File: config.mk
export PLATFORM = sky130hd
export DESIGN_NAME = fpgp_port
export DESIGN_NICKNAME = d
export VERILOG_FILES = /design/src/design/fpgp_pkg.sv /design/src/design/fpgp_port.sv
export VERILOG_INCLUDE_DIRS = /design/src /design/src/design
export SDC_FILE = /design/constraint.sdc
export NUM_CORES = 1
export LEC_CHECK = 0
export BUFFER_PORTS_ARGS = -buffer_cell sky130_fd_sc_hd__buf_2
export CAP_MARGIN = 20
export CORE_MARGIN = 4
export CORE_UTILIZATION = 57
export CTS_BUF_LIST = sky130_fd_sc_hd__clkbuf_16
export CTS_CLUSTER_DIAMETER = 50
export DETAILED_ROUTE_END_ITERATION = 6
export MAX_ROUTING_LAYER = met4
export PLACE_DENSITY = 0.81
export RECOVER_POWER = 25
export SYNTH_ARGS = -nofsm -noshare
export SYNTH_HDL_FRONTEND = slang
export SYNTH_SLANG_ARGS = --single-unit
File: constraint.sdc
create_clock -name clk -period 4.39 [get_ports clk]
set_input_delay 0.6585 -clock clk [delete_from_list [all_inputs] [get_ports clk]]
set_output_delay 0.6585 -clock clk [all_outputs]
set_load 0.005 [all_outputs]
File: src/design/fpgp_defs.svh
// constants for the four-pin port: offsets, field positions, reset values
// assumes a core that issues one register operation per instruction cycle
//
// Summary of operation
// - port reads return sampled pin levels, never the output latch
// - every pin is a high-impedance input after any reset
// - port register is eight bits; upper four read as zero
// - pin 3 never drives, whatever the direction bits hold
// - pull-ups and wake-on-change on pins 0,1,3, enabled by separate option bits
// - pin 3 as master clear: pull-up forced on, no wake-on-change
// - direction register loads from working register only on its instruction
// - direction one floats the pin; zero drives it from the latch
// - direction register write-only, all bits set by reset
// - fixed per-pin priority of clock, comparator, timer and direction
// - external driver holds input level until the read samples it
// - output latch holds until the port register is written again
// - pins 0 to 2 each have their own direction bit
// - status bit 7 set on pin-change wake reset, else cleared
// - status bit 6 set on comparator wake reset, else cleared
// - bit set/clear reads pins, modifies one bit, writes all latches
// - status at 03h, port at 06h; direction has no address
// - option bit 7 low enables wake, bit 6 low enables pull-ups
// - a driven pin loses pull-up and wake-on-change
// - writes commit at cycle end; pins sampled at cycle start
`ifndef FPGP_DEFS_SVH
`define FPGP_DEFS_SVH
`define FPGP_ADDR_STATUS   5'h03
`define FPGP_ADDR_PORT     5'h06
`define FPGP_STAT_PCWAKE   7
`define FPGP_STAT_CMPWAKE  6
`define FPGP_OPT_WAKEDIS   7
`define FPGP_OPT_PULLDIS   6
`define FPGP_OPT_TMRCLK    5
`define FPGP_PIN_OSC       2
`define FPGP_PIN_INONLY    3
`define FPGP_DIR_RESET     4'hf
`define FPGP_OPT_RESET     8'hff
`define FPGP_STAT_RESET    5'h18
`define FPGP_CLK_MHZ       100
`define FPGP_CYCLE_CLKS    4
`endif

File: src/design/fpgp_pkg.sv
// types shared by the four-pin port
// assumes fpgp_defs.svh supplies the numeric constants
package fpgp_pkg;
	typedef enum logic [2:0] {
		OP_NONE, OP_READ, OP_WRITE, OP_BITSET, OP_BITCLR,
		OP_DIRLOAD, OP_OPTLOAD
	} fpgp_op_t;
	typedef enum logic [1:0] {PH_Q1, PH_Q2, PH_Q3, PH_Q4} fpgp_phase_t;
	typedef struct packed {
		fpgp_op_t   op;
		logic [4:0] addr;
		logic [7:0] data;
		logic [2:0] bitSel;
	} fpgp_req_t;
	typedef struct packed {
		logic cmpPosEn;
		logic cmpNegEn;
		logic cmpOutEn;
		logic cmpOutVal;
		logic oscQuarterEn;
		logic mclrEn;
	} fpgp_pinctl_t;
endpackage : fpgp_pkg

File: src/design/fpgp_port.sv
// four-pin general i/o port with direction, option and wake-cause logic
// assumes the core holds its request through the first phase of a cycle
`include "fpgp_defs.svh"
module fpgp_port
	import fpgp_pkg::*;
#(
	parameter int PINS       = 4,
	parameter int CYCLE_CLKS = `FPGP_CYCLE_CLKS
) (
	input  wire logic         clk,
	input  wire logic         rst,
	input  wire fpgp_req_t    req,
	input  wire fpgp_pinctl_t pinCtl,
	input  wire logic         sleepMode,
	input  wire logic         pinWakeCause,
	input  wire logic         cmpWakeCause,
	input  wire logic [3:0]   pinIn,
	output logic [3:0]        pinOut,
	output logic [3:0]        pinOeN,
	output logic [3:0]        pullEn,
	output logic [3:0]        wakeEn,
	output logic              wakeReq,
	output logic              timerClock,
	output logic              cycleStart,
	output logic              rdValid,
	output logic [7:0]        rdData
);
	// ****************************************************
	// elaboration checks
	// ****************************************************
	if (PINS != 4 || CYCLE_CLKS != 4) begin : g_bad_param
		$error("fpgp_port needs four pins and a four-phase cycle");
	end

	// ****************************************************
	// decoding helpers
	// ****************************************************
	function automatic logic isPort(input logic [4:0] a);
		return a == `FPGP_ADDR_PORT;
	endfunction : isPort
	function automatic logic isStatus(input logic [4:0] a);
		return a == `FPGP_ADDR_STATUS;
	endfunction : isStatus
	function automatic logic [7:0] applyBit(
		input logic [7:0] v,
		input logic [2:0] s,
		input logic       setIt
	);
		logic [7:0] r;
		r    = v;
		r[s] = setIt;
		return r;
	endfunction : applyBit

	// ****************************************************
	// instruction cycle phases
	// ****************************************************
	fpgp_phase_t phase_r;
	fpgp_phase_t phase_nxt;
	logic        oscQ_r;

	always_comb begin
		case (phase_r)
			PH_Q1:   phase_nxt = PH_Q2;
			PH_Q2:   phase_nxt = PH_Q3;
			PH_Q3:   phase_nxt = PH_Q4;
			PH_Q4:   phase_nxt = PH_Q1;
			default: phase_nxt = PH_Q1;
		endcase
	end

	always_ff @(posedge clk) begin
		if (rst) begin
			phase_r <= PH_Q1;
			oscQ_r  <= 1'b0;
		end else begin
			phase_r <= phase_nxt;
			// quarter-rate clock: high for the first half of a cycle
			oscQ_r  <= (phase_nxt == PH_Q1) || (phase_nxt == PH_Q2);
		end
	end

	wire logic atStart = (phase_r == PH_Q1);
	wire logic atEnd   = (phase_r == PH_Q4);

	// ****************************************************
	// request capture and pin sampling
	// ****************************************************
	fpgp_req_t  cur_r;
	logic [3:0] sample_r;
	logic [3:0] snap_r;

	// inputs are not latched between cycles; the driver must hold
	always_ff @(posedge clk) begin
		if (rst) begin
			cur_r    <= '{op: OP_NONE, addr: 5'h00, data: 8'h00,
				bitSel: 3'h0};
			sample_r <= 4'h0;
		end else if (atStart) begin
			cur_r    <= req;
			sample_r <= pinIn;
		end
	end

	// last port read is the reference for change detection
	always_ff @(posedge clk) begin
		if (rst)
			snap_r <= 4'h0;
		else if (atStart && req.op == OP_READ && isPort(req.addr))
			snap_r <= pinIn;
	end

	// ****************************************************
	// option and direction registers
	// ****************************************************
	logic [7:0] opt_r;
	logic [3:0] dir_r;

	// write-only, so no read path exists for either
	always_ff @(posedge clk) begin
		if (rst)
			dir_r <= `FPGP_DIR_RESET;
		else if (atEnd && cur_r.op == OP_DIRLOAD)
			dir_r <= cur_r.data[3:0];
	end

	always_ff @(posedge clk) begin
		if (rst)
			opt_r <= `FPGP_OPT_RESET;
		else if (atEnd && cur_r.op == OP_OPTLOAD)
			opt_r <= cur_r.data;
	end

	// ****************************************************
	// port latch and status
	// ****************************************************
	logic [3:0] latch_r;
	logic [4:0] stat_r;
	logic       pcWake_r;
	logic       cmpWake_r;
	logic [7:0] portRd;
	logic [7:0] statRd;
	logic       isBitOp;
	logic [7:0] portMod;
	logic [7:0] statMod;
	assign portRd  = {4'h0, sample_r};
	assign statRd  = {pcWake_r, cmpWake_r, 1'b0, stat_r};
	assign isBitOp = (cur_r.op == OP_BITSET) || (cur_r.op == OP_BITCLR);
	assign portMod = applyBit(portRd, cur_r.bitSel, cur_r.op == OP_BITSET);
	assign statMod = applyBit(statRd, cur_r.bitSel, cur_r.op == OP_BITSET);

	always_ff @(posedge clk) begin
		if (rst) begin
			latch_r <= 4'h0;
		end else if (atEnd && isPort(cur_r.addr)) begin
			// latch changes only on a port write or a port bit set/clear
			if (cur_r.op == OP_WRITE)
				latch_r <= cur_r.data[3:0];
			else if (isBitOp)
				// pins, not latches, feed the modify step
				latch_r <= portMod[3:0];
		end
	end

	// wake causes are caught while reset is held
	always_ff @(posedge clk) begin
		if (rst) begin
			stat_r    <= `FPGP_STAT_RESET;
			pcWake_r  <= pinWakeCause;
			cmpWake_r <= cmpWakeCause;
		end else if (atEnd && isStatus(cur_r.addr)) begin
			if (cur_r.op == OP_WRITE)
				stat_r <= cur_r.data[4:0];
			else if (isBitOp)
				stat_r <= statMod[4:0];
		end
	end

	// ****************************************************
	// read answer
	// ****************************************************
	logic rdIsPort_r;

	always_ff @(posedge clk) begin
		if (rst) begin
			rdValid    <= 1'b0;
			rdData     <= 8'h00;
			rdIsPort_r <= 1'b0;
		end else begin
			rdValid    <= atStart && req.op == OP_READ;
			rdIsPort_r <= atStart && req.op == OP_READ
				&& isPort(req.addr);
			if (atStart && req.op == OP_READ) begin
				if (isPort(req.addr))
					rdData <= {4'h0, pinIn};
				else if (isStatus(req.addr))
					rdData <= statRd;
				else
					rdData <= 8'h00;
			end
		end
	end

	// ****************************************************
	// pin function priority
	// ****************************************************
	logic [3:0] oeN_nxt;
	logic [3:0] out_nxt;
	logic [3:0] pull_nxt;
	logic [3:0] wake_nxt;
	logic       pullOn;
	logic       wakeOn;

	assign pullOn = !opt_r[`FPGP_OPT_PULLDIS];
	assign wakeOn = !opt_r[`FPGP_OPT_WAKEDIS];

	always_comb begin
		out_nxt = latch_r;
		// analog comparator inputs float the pin first
		oeN_nxt[0] = pinCtl.cmpPosEn | dir_r[0];
		oeN_nxt[1] = pinCtl.cmpNegEn | dir_r[1];
		// pin 2: quarter clock, comparator, timer clock, direction
		if (pinCtl.oscQuarterEn) begin
			oeN_nxt[2] = 1'b0;
			out_nxt[2] = oscQ_r;
		end else if (pinCtl.cmpOutEn) begin
			oeN_nxt[2] = 1'b0;
			out_nxt[2] = pinCtl.cmpOutVal;
		end else if (opt_r[`FPGP_OPT_TMRCLK]) begin
			oeN_nxt[2] = 1'b1;
		end else begin
			oeN_nxt[2] = dir_r[2];
		end
		oeN_nxt[3] = 1'b1;
		out_nxt[3] = 1'b0;
		// shared enables; a driven pin loses both
		pull_nxt[0] = pullOn & dir_r[0] & !pinCtl.cmpPosEn;
		pull_nxt[1] = pullOn & dir_r[1] & !pinCtl.cmpNegEn;
		pull_nxt[2] = 1'b0;
		pull_nxt[3] = pinCtl.mclrEn | pullOn;
		wake_nxt[0] = wakeOn & dir_r[0] & !pinCtl.cmpPosEn;
		wake_nxt[1] = wakeOn & dir_r[1] & !pinCtl.cmpNegEn;
		wake_nxt[2] = 1'b0;
		wake_nxt[3] = wakeOn & !pinCtl.mclrEn;
	end

	always_ff @(posedge clk) begin
		if (rst) begin
			pinOeN     <= 4'hf;
			pinOut     <= 4'h0;
			pullEn     <= 4'h0;
			wakeEn     <= 4'h0;
			timerClock <= 1'b0;
			cycleStart <= 1'b0;
		end else begin
			pinOeN     <= oeN_nxt;
			pinOut     <= out_nxt;
			pullEn     <= pull_nxt;
			wakeEn     <= wake_nxt;
			timerClock <= pinIn[`FPGP_PIN_OSC];
			cycleStart <= phase_nxt == PH_Q1;
		end
	end

	// ****************************************************
	// wake on change
	// ****************************************************
	logic [3:0] diff;

	genvar gi;
	generate
		for (gi = 0; gi < 4; gi++) begin : g_diff
			assign diff[gi] = wakeEn[gi] & (pinIn[gi] ^ snap_r[gi]);
		end
	endgenerate

	// only meaningful asleep; a change while awake is ignored
	always_ff @(posedge clk) begin
		if (rst)
			wakeReq <= 1'b0;
		else
			wakeReq <= sleepMode & (|diff);
	end
endmodule : fpgp_port

==> qor.csv, run 1 <==
stage;metric;value;unit
timing;Slew headroom;-53.0;%
synthesis;Yosys reg bits;67;
routing;initial drt markers;122;
routing;overall routed net length;6.12;mm
global_routing;GRT Total Usage;21.7;%
floorplan;# IOs;62;
global_routing;antenna violations before repair;0;
critical_path;CP Capture Type;flip-flop;
run_status;outcome;finished with violations;
critical_path;worst reg-to-reg setup slack;1650;ps
timing;Least-Margin Pin Slew;2290;ps
clocking;TritonCTS clock tree;built;
timing;fmax;307;MHz
timing;Fin. Hold Viols;0;
timing;RSZ-0062 raised after global routing;no;
global_routing;global route overflow;0;
timing;hold_ws;440;ps
global_routing;grt met2 use;33.3;%
synthesis;Yosys cell types;48;
run_status;failing checks;capacitance limit, slew limit;
synthesis;Synth Warn #;0;
critical_path;r2r startpoint;phase_r[0];
global_routing;first-pass GRT wire length;9.81;mm
timing;worst setup margin;1130;ps
floorplan;Die W;77.9;um
routing;drt wl/cell;15.0;um
global_routing;largest net degree at the start of global routing;56;
power_and_ir_drop;peak supply drop;0.374;mV
clocking;CTS Hold Buffers Added;0;
clocking;CTS clock-pin slew for the worst setup and hold paths;60;ps
routing;# DRC;0;
floorplan;core area;4720;um^2
layout;layout cells sized above 1;22.6;%
placed_design;HPWL after DPL;4.13;mm
placed_design;pre-CTS setup slack;1710;ps
routing;Antenna Nets Post-Route;0;
critical_path;r2r worst-path depth;7;
worst_hold_path;HP Class;reg2reg;
clocking;post-cts repair resize count;0;
placed_design;GPL Wtd Cong;0.874;
global_routing;grt met3 use;5.34;%
synthesis;Mapped Area;2780;um^2
floorplan;Initial Util;58.9;%
routing;Initial DRT Pass Iterations;4;
placed_design;PortBufs;56;
clocking;CTS Buf Count;9;
critical_path;Startpoint Class;input port;
power_and_ir_drop;pwr dens;516;nW/um^2
synthesis;post-synthesis sequential area ratio;48.9;%
critical_path;FF-to-FF End;snap_r[0];
floorplan;Rows;25;
timing;Setup-failing EPs final;0;
global_routing;GR peak layer;met2;
power_and_ir_drop;Leak;1.49;nW
global_routing;vias in the first global route;2123;
timing;fin crit share;74.3;%
clocking;Clock H-tree levels;3;
layout;Area Overhead vs Synth;20.4;%
clocking;CTS Sinks;67;
layout;fin area;3350;um^2
clocking;root buffer cell;clkbuf_16;
routing;DR vias;2217;
timing;Tmin final;3260;ps
power_and_ir_drop;Design Power;1.73;mW
critical_path;Setup CP Type;in2reg;
critical_path;Critical Path AT;3480;ps
floorplan;die span in y;77.9;um
layout;non-filler cells, final;407;
layout;fin util;70.9;%
synthesis;synthesized instance count;284;
layout;Final nets;373;
timing;Final Max Slew Viols;56;
timing;setup tns final;0;ps
job;max-cap violations;1;
layout;Fillers;376;
placed_design;placed inst area;3050;um^2
synthesis;syn avg cell area;9.80;um^2
placed_design;placed cell count;391;
timing;Setup Skew;7.51;ps
critical_path;Setup crit end;stat_r[0];
layout;# diodes;0;
clocking;CTS max path bufs;2;
clocking;Post-CTS Setup Inserts;0;
global_routing;met1 Track Usage GR;25.9;%
floorplan;Die ar.;6060;um^2
clocking;worst skew pair latency;330;ps
routing;vias per std cell;5.45;
critical_path;crit path from;rst;
critical_path;Crit path required time;4610;ps
critical_path;crit-path max FO;55;
-- worst min-delay path by stage --
stage                     from        end  cells past startpoint
finish              latch_r[1]  pinOut[1]                      2
floorplan           latch_r[1]  pinOut[1]                      2
CTS                 latch_r[1]  pinOut[1]                      2
global route         stat_r[1]  rdData[1]                      2
global placement    latch_r[1]  pinOut[1]                      2
detailed placement  latch_r[1]  pinOut[1]                      2
-- final cells by class --
class	instances	area, um^2	area share (%)
Clock buffer	9	225	6.72
Multi-Input combinational cell	192	1290	38.5
Timing Repair Buffer	57	284	8.48
Tap cell	67	83.8	2.50
Inverter	8	30.0	0.896
Clock inverter	7	75.1	2.24
Sequential cell	67	1360	40.6
-- cell usage in the layout, fill, tap and decap left out, types with 2 or more instances in the layout --
master,instances
o32ai_1,2
nor3_1,3
buf_2,53
clkinv_4,2
o211ai_1,2
clkbuf_1,3
or3b_1,2
dfxtp_1,65
edfxtp_1,2
ha_1,4
nor2_1,47
clkbuf_16,9
o221ai_1,2
nand2_1,18
nor3b_1,5
mux2i_1,32
inv_1,8
nand2b_1,5
or3_1,3
nor4_4,2
a21oi_1,12
or4_1,2
a22oi_1,7
nor2b_1,9
o21ai_0,5
xor2_1,3
conb_1,5
a211oi_1,2
nand4bb_1,2
-- critical path, stage by stage --
cell and delay [ps]:
clkbuf_1 1610, inv_1 680, nand2_1 240, a21oi_1 60
a41o_1 210
-- cells in the mapped netlist (all sizes together) --
master / instances / area (um^2)
a211oi: 3 / 27.5
a21oi: 12 / 60.1
a221oi: 1 / 8.76
a222oi: 1 / 10.0
a22oi: 7 / 52.6
a2bb2oi: 1 / 8.76
a31oi: 1 / 6.26
a41o: 1 / 10.0
a41oi: 1 / 8.76
and4bb: 1 / 12.5
buf: 13 / 85.1
clkbuf: 7 / 26.3
conb: 2 / 7.51
dfxtp: 65 / 1300
edfxtp: 2 / 60.1
ha: 4 / 50.1
inv: 8 / 30.0
mux2i: 32 / 320
nand2: 18 / 67.6
nand2b: 5 / 31.3
nand3b: 1 / 7.51
nand4: 1 / 6.26
nand4b: 1 / 8.76
nand4bb: 2 / 22.5
nor2: 47 / 176
nor2b: 9 / 56.3
nor3: 3 / 15.0
nor3b: 6 / 50.1
nor4: 2 / 42.5
o211a: 1 / 10.0
o211ai: 3 / 36.3
o21ai: 6 / 30.0
o221ai: 2 / 17.5
o31ai: 1 / 7.51
o32ai: 2 / 17.5
or2b: 1 / 7.51
or3: 3 / 18.8
or3b: 3 / 26.3
or4: 2 / 15.0
xor2: 3 / 26.3
-- per-layer routing --
layer | share of wire [%] | vias up
li1 | - | 1081
met2 | 48 | 78
met1 | 43 | 1038
met5 | 0 | -
met3 | 6.5 | 20
met4 | 2.9 | 0
-- logic make-up after synthesis --
kind of cell,synth area share (%)
buffers and inverters,5.08
adders and majority gates,1.80
other,0.270
xor gates and xnor gates,0.944
DFF,48.9
and+or+nand+nor,20.3
AOI/OAI and AO/OA,11.2
muxes,11.5
-- registers in the layout, indices dropped and copies added (netlist names) --
name        flops
stat_r          5
opt_r           3
pullEn          3
cur_r          19
wakeEn          3
pinOut          3
rdData          7
cmpWake_r       1
rdValid         1
sample_r        3
phase_r         2
dir_r           3
pinOeN          3
cycleStart      1
wakeReq         1
latch_r         3
snap_r          3
pcWake_r        1
oscQ_r          1
timerClock      1
-- power breakdown --
part | switching (mW) | total [mW] | leakage [nW] | internal [mW]
sequential | 0.0465 | 0.712 | 0.550 | 0.666
combinational | 0.164 | 0.299 | 0.795 | 0.135
clock | 0.275 | 0.717 | 0.146 | 0.442
total | 0.485 | 1.73 | 1.49 | 1.24
Power figures use the tool's default switching activity.
==> inputs of run 2 (changes only) <==
Settings changed: ABC_AREA set to 1, CORE_UTILIZATION 57 to 53, PLACE_DENSITY 0.81 to 0.76.
Clock period 4.39 ns to 3.15 ns, I/O delays scaled along.
==> run 2 against run 1 <==
First-iteration DRC count grew 20%. Clock power grew 28%. Power grew 38%. Area after synthesis grew 0.36%. Critical path depth grew 5. Die area grew 7.1%. The run now ends clean. Flip-flop and latch count is the same.
==> qor.csv, run 2 <==
stage;metric;value;unit;change
clocking;CTS Hold Buffers Added;0;;unchanged
clocking;worst skew pair latency;320;ps;about the same
routing;drt wl/cell;12.2;um;-19%
floorplan;Rows;26;;+4.0%
synthesis;Yosys reg bits;67;;unchanged
timing;RSZ-0062 raised after global routing;no;;
global_routing;GRT Total Usage;21.2;%;-0.53 points
placed_design;PortBufs;56;;unchanged
power_and_ir_drop;peak supply drop;0.419;mV;+12%
power_and_ir_drop;Reg power frac;42.6;%;+1.4 points
floorplan;core area;5110;um^2;+8.1%
synthesis;fraction of the mapped netlist area in simple logic gates;31.0;%;+11 points
routing;vias per std cell;4.95;;-9.1%
worst_hold_path;min-delay src;cmpWakeCause;;
synthesis;Yosys cell types;29;;-40%
layout;layout cells sized above 1;18.9;%;-3.7 points
synthesis;syn avg cell area;7.55;um^2;-23%
synthesis;area share of the largest cell type after synthesis;46.6;%;-0.17 points
power_and_ir_drop;switch share;29.0;%;+0.92 points
global_routing;antenna violations before repair;0;;unchanged
synthesis;top cells by count, synth;nand2_1, dfxtp_1, nor2_1;;
layout;Reg with most FFs;cur_r;;
synthesis;Adder-Cell Fraction of Synth Area;1.79;%;-0.0064 points
synthesis;synthesized instance count;370;;+30%
synthesis;most common cell in the synthesized netlist;nand2_1;;
critical_path;crit path max-delay cell type;nor3_4;;
power_and_ir_drop;Clk pwr share;38.5;%;-3.0 points
clocking;post-cts repair resize count;0;;unchanged
critical_path;CP Cell Sequence;inv_1 > ha_1 > buf_4 > nand2_2 > nor3_4 > inv_1 > nand2_1 > nand3_1 > nand2_1 > inv_1;;
power_and_ir_drop;Combinational Power Share;18.9;%;+1.6 points
layout;commonest non-fill, non-tap cell in the layout;nand2_1;;
power_and_ir_drop;cell-internal power;1.70;mW;+36%
timing;Tmin final;2220;ps;
timing;Fin. Hold Viols;0;;unchanged
synthesis;post-synthesis compound-gate area fraction;9.41;%;-1.8 points
critical_path;crit-path max FO;13;;-76%
timing;setup tns final;0;ps;unchanged
routing;# DRC;0;;unchanged
placed_design;HPWL after DPL;4.58;mm;+11%
timing;Slew headroom;26.0;%;+79 points
clocking;TritonCTS clock tree;built;;
synthesis;post-synthesis mux area share;0;%;-12 points
floorplan;Die W;80.6;um;+3.5%
timing;Final Max Slew Viols;0;;-100%
run_status;outcome;completed;;
clocking;CTS Sinks;67;;unchanged
timing;Least-Margin Pin Slew;1110;ps;-1180 ps
synthesis;Area contributors post-synth;dfxtp_1, nand2_1, nor2_1, nand3_1, inv_1;;
critical_path;cell repeated most along the worst path;inv_1;;
clocking;Post-CTS Setup Inserts;0;;unchanged
layout;Area Overhead vs Synth;21.3;%;
critical_path;r2r startpoint;phase_r[0];;
routing;initial drt markers;146;;+20%
layout;# diodes;0;;unchanged
synthesis;Synth Area in XOR/XNOR;0.627;%;-0.32 points
layout;biggest regs;cur_r x19, rdData x7, stat_r x5;;
synthesis;Mapped Area;2790;um^2;+0.36%
clocking;CTS Buf Count;9;;unchanged
critical_path;critical path's largest stage delay;440;ps;-1170 ps
critical_path;Crit path required time;3360;ps;-1250 ps
synthesis;largest family of logic cells by synthesized area;simple AND/OR/NAND/NOR gates;;
global_routing;first-pass GRT wire length;10.2;mm;+3.9%
global_routing;largest net degree at the start of global routing;43;;-23%
power_and_ir_drop;pwr dens;705;nW/um^2;+37%
critical_path;Setup CP Type;reg2reg;;
synthesis;Synth async-reset ratio;0;%;unchanged
layout;number of flip-flops under the largest register name;19;;unchanged
timing;Setup-failing EPs final;0;;unchanged
floorplan;# IOs;62;;unchanged
synthesis;Yosys top cell by area;dfxtp_1;;
floorplan;Initial Util;54.7;%;-4.2 points
critical_path;Critical Path AT;2430;ps;-1050 ps
floorplan;die span in y;80.6;um;+3.5%
timing;fin crit share;70.5;%;
routing;DR vias;2491;;+12%
global_routing;global route overflow;0;;unchanged
global_routing;vias in the first global route;2248;;+5.9%
layout;Final nets;466;;+25%
job;max-cap violations;0;;-1
power_and_ir_drop;switching power total;0.693;mW;+43%
clocking;CTS max path bufs;2;;unchanged
routing;Initial DRT Pass Iterations;5;;+1
floorplan;Die ar.;6490;um^2;+7.1%
critical_path;crit path from;phase_r[0];;
worst_hold_path;HP Class;in2reg;;
layout;Fillers;462;;+23%
placed_design;GPL Wtd Cong;1.03;;+18%
routing;overall routed net length;6.16;mm;+0.54%
synthesis;Synth Warn #;0;;unchanged
critical_path;Startpoint Class;flip-flop;;
critical_path;crit-path leading delay family;simple AND/OR/NAND/NOR gates;;
synthesis;number of synthesized flops with an enable pin;2;;unchanged
power_and_ir_drop;Leak;1.65;nW;+10%
synthesis;post-synthesis sequential area ratio;48.7;%;-0.18 points
critical_path;CP Capture Type;flip-flop;;
critical_path;worst reg-to-reg setup slack;930;ps;-720 ps
routing;Antenna Nets Post-Route;0;;unchanged
timing;Setup Skew;3.91;ps;-3.60 ps
clocking;Clock H-tree levels;3;;unchanged
power_and_ir_drop;Design Power;2.39;mW;+38%
timing;hold_ws;327;ps;-113 ps
clocking;CTS clock-pin slew for the worst setup and hold paths;50;ps;about the same
timing;fmax;450;MHz;
critical_path;CP bufs+invs;4;;+2
clocking;root buffer cell;clkbuf_16;;
layout;commonest cells after routing, fill and taps aside;nand2_1, dfxtp_1, nor2_1, buf_2, nand3_1;;
synthesis;top_reg_cell synth;dfxtp_1;;
## run 2: per-stage QoR
stage	setup slack [ps]	area, um^2	util (%)	cells
2_1_floorplan	1780	2800	-	373
3_3_place_gp	1060	3100	60.6	486
3_5_place_dp	967	3100	60.6	486
4_1_cts	959	3380	66.1	502
5_1_grt	687	3390	66.3	503
6_report	928	3390	66.3	503
## run 2: power by group through the flow
stage                     Sequential (mW)  Combinational (mW)  Clock [mW]
final                                1.02               0.450       0.921
after global routing                 1.03               0.518       0.973
after CTS                            1.02               0.446       0.933
after detailed placement             1.03               0.443           0
after global placement               1.03               0.436           0
after floorplan                      1.02               0.329           0
## run 2: final timing paths
path,to,depth (start not counted)
setup / recovery,rdData[1],10
hold / removal,cmpWake_r,1
setup reg to reg,rdData[1],10
hold reg to reg,pinOut[0],2
## run 2: per-layer routing
| layer | track usage (%) | vias to the layer above | part of all wire [%] |
|---|---|---|---|
| li1 | - | 1288 | - |
| met1 | 28.3 | 1123 | 47 |
| met2 | 31.6 | 72 | 45 |
| met3 | 3.70 | 8 | 6.3 |
| met4 | 8.78 | 0 | 1.3 |
| met5 | - | - | 0 |
## run 2: cell families after synthesis
group / Yosys count
buffers and inverters: 52
AND/OR/NAND/NOR: 192
AO/OA/AOI/OAI: 51
adder cells (fa/ha/maj): 4
XOR/XNOR: 2
flip-flops: 67
other: 2
## run 2: cell type report
class,count,area (um^2),area share (%)
flip-flops and latches,67,1360,40.2
multi-input cells,254,1210,35.8
repair buffers,59,308,9.08
clock buffers,9,225,6.65
inverters,37,139,4.10
well taps,70,87.6,2.58
clock inverters,7,53.8,1.59
## run 2: worst reg2reg max path: cells and delay by family, from the launching register on
family,cells,cell delay (ps)
adder cells (fa/ha/maj),1,410
buffers and inverters,4,630
flip-flops,1,310
AND/OR/NAND/NOR,5,790
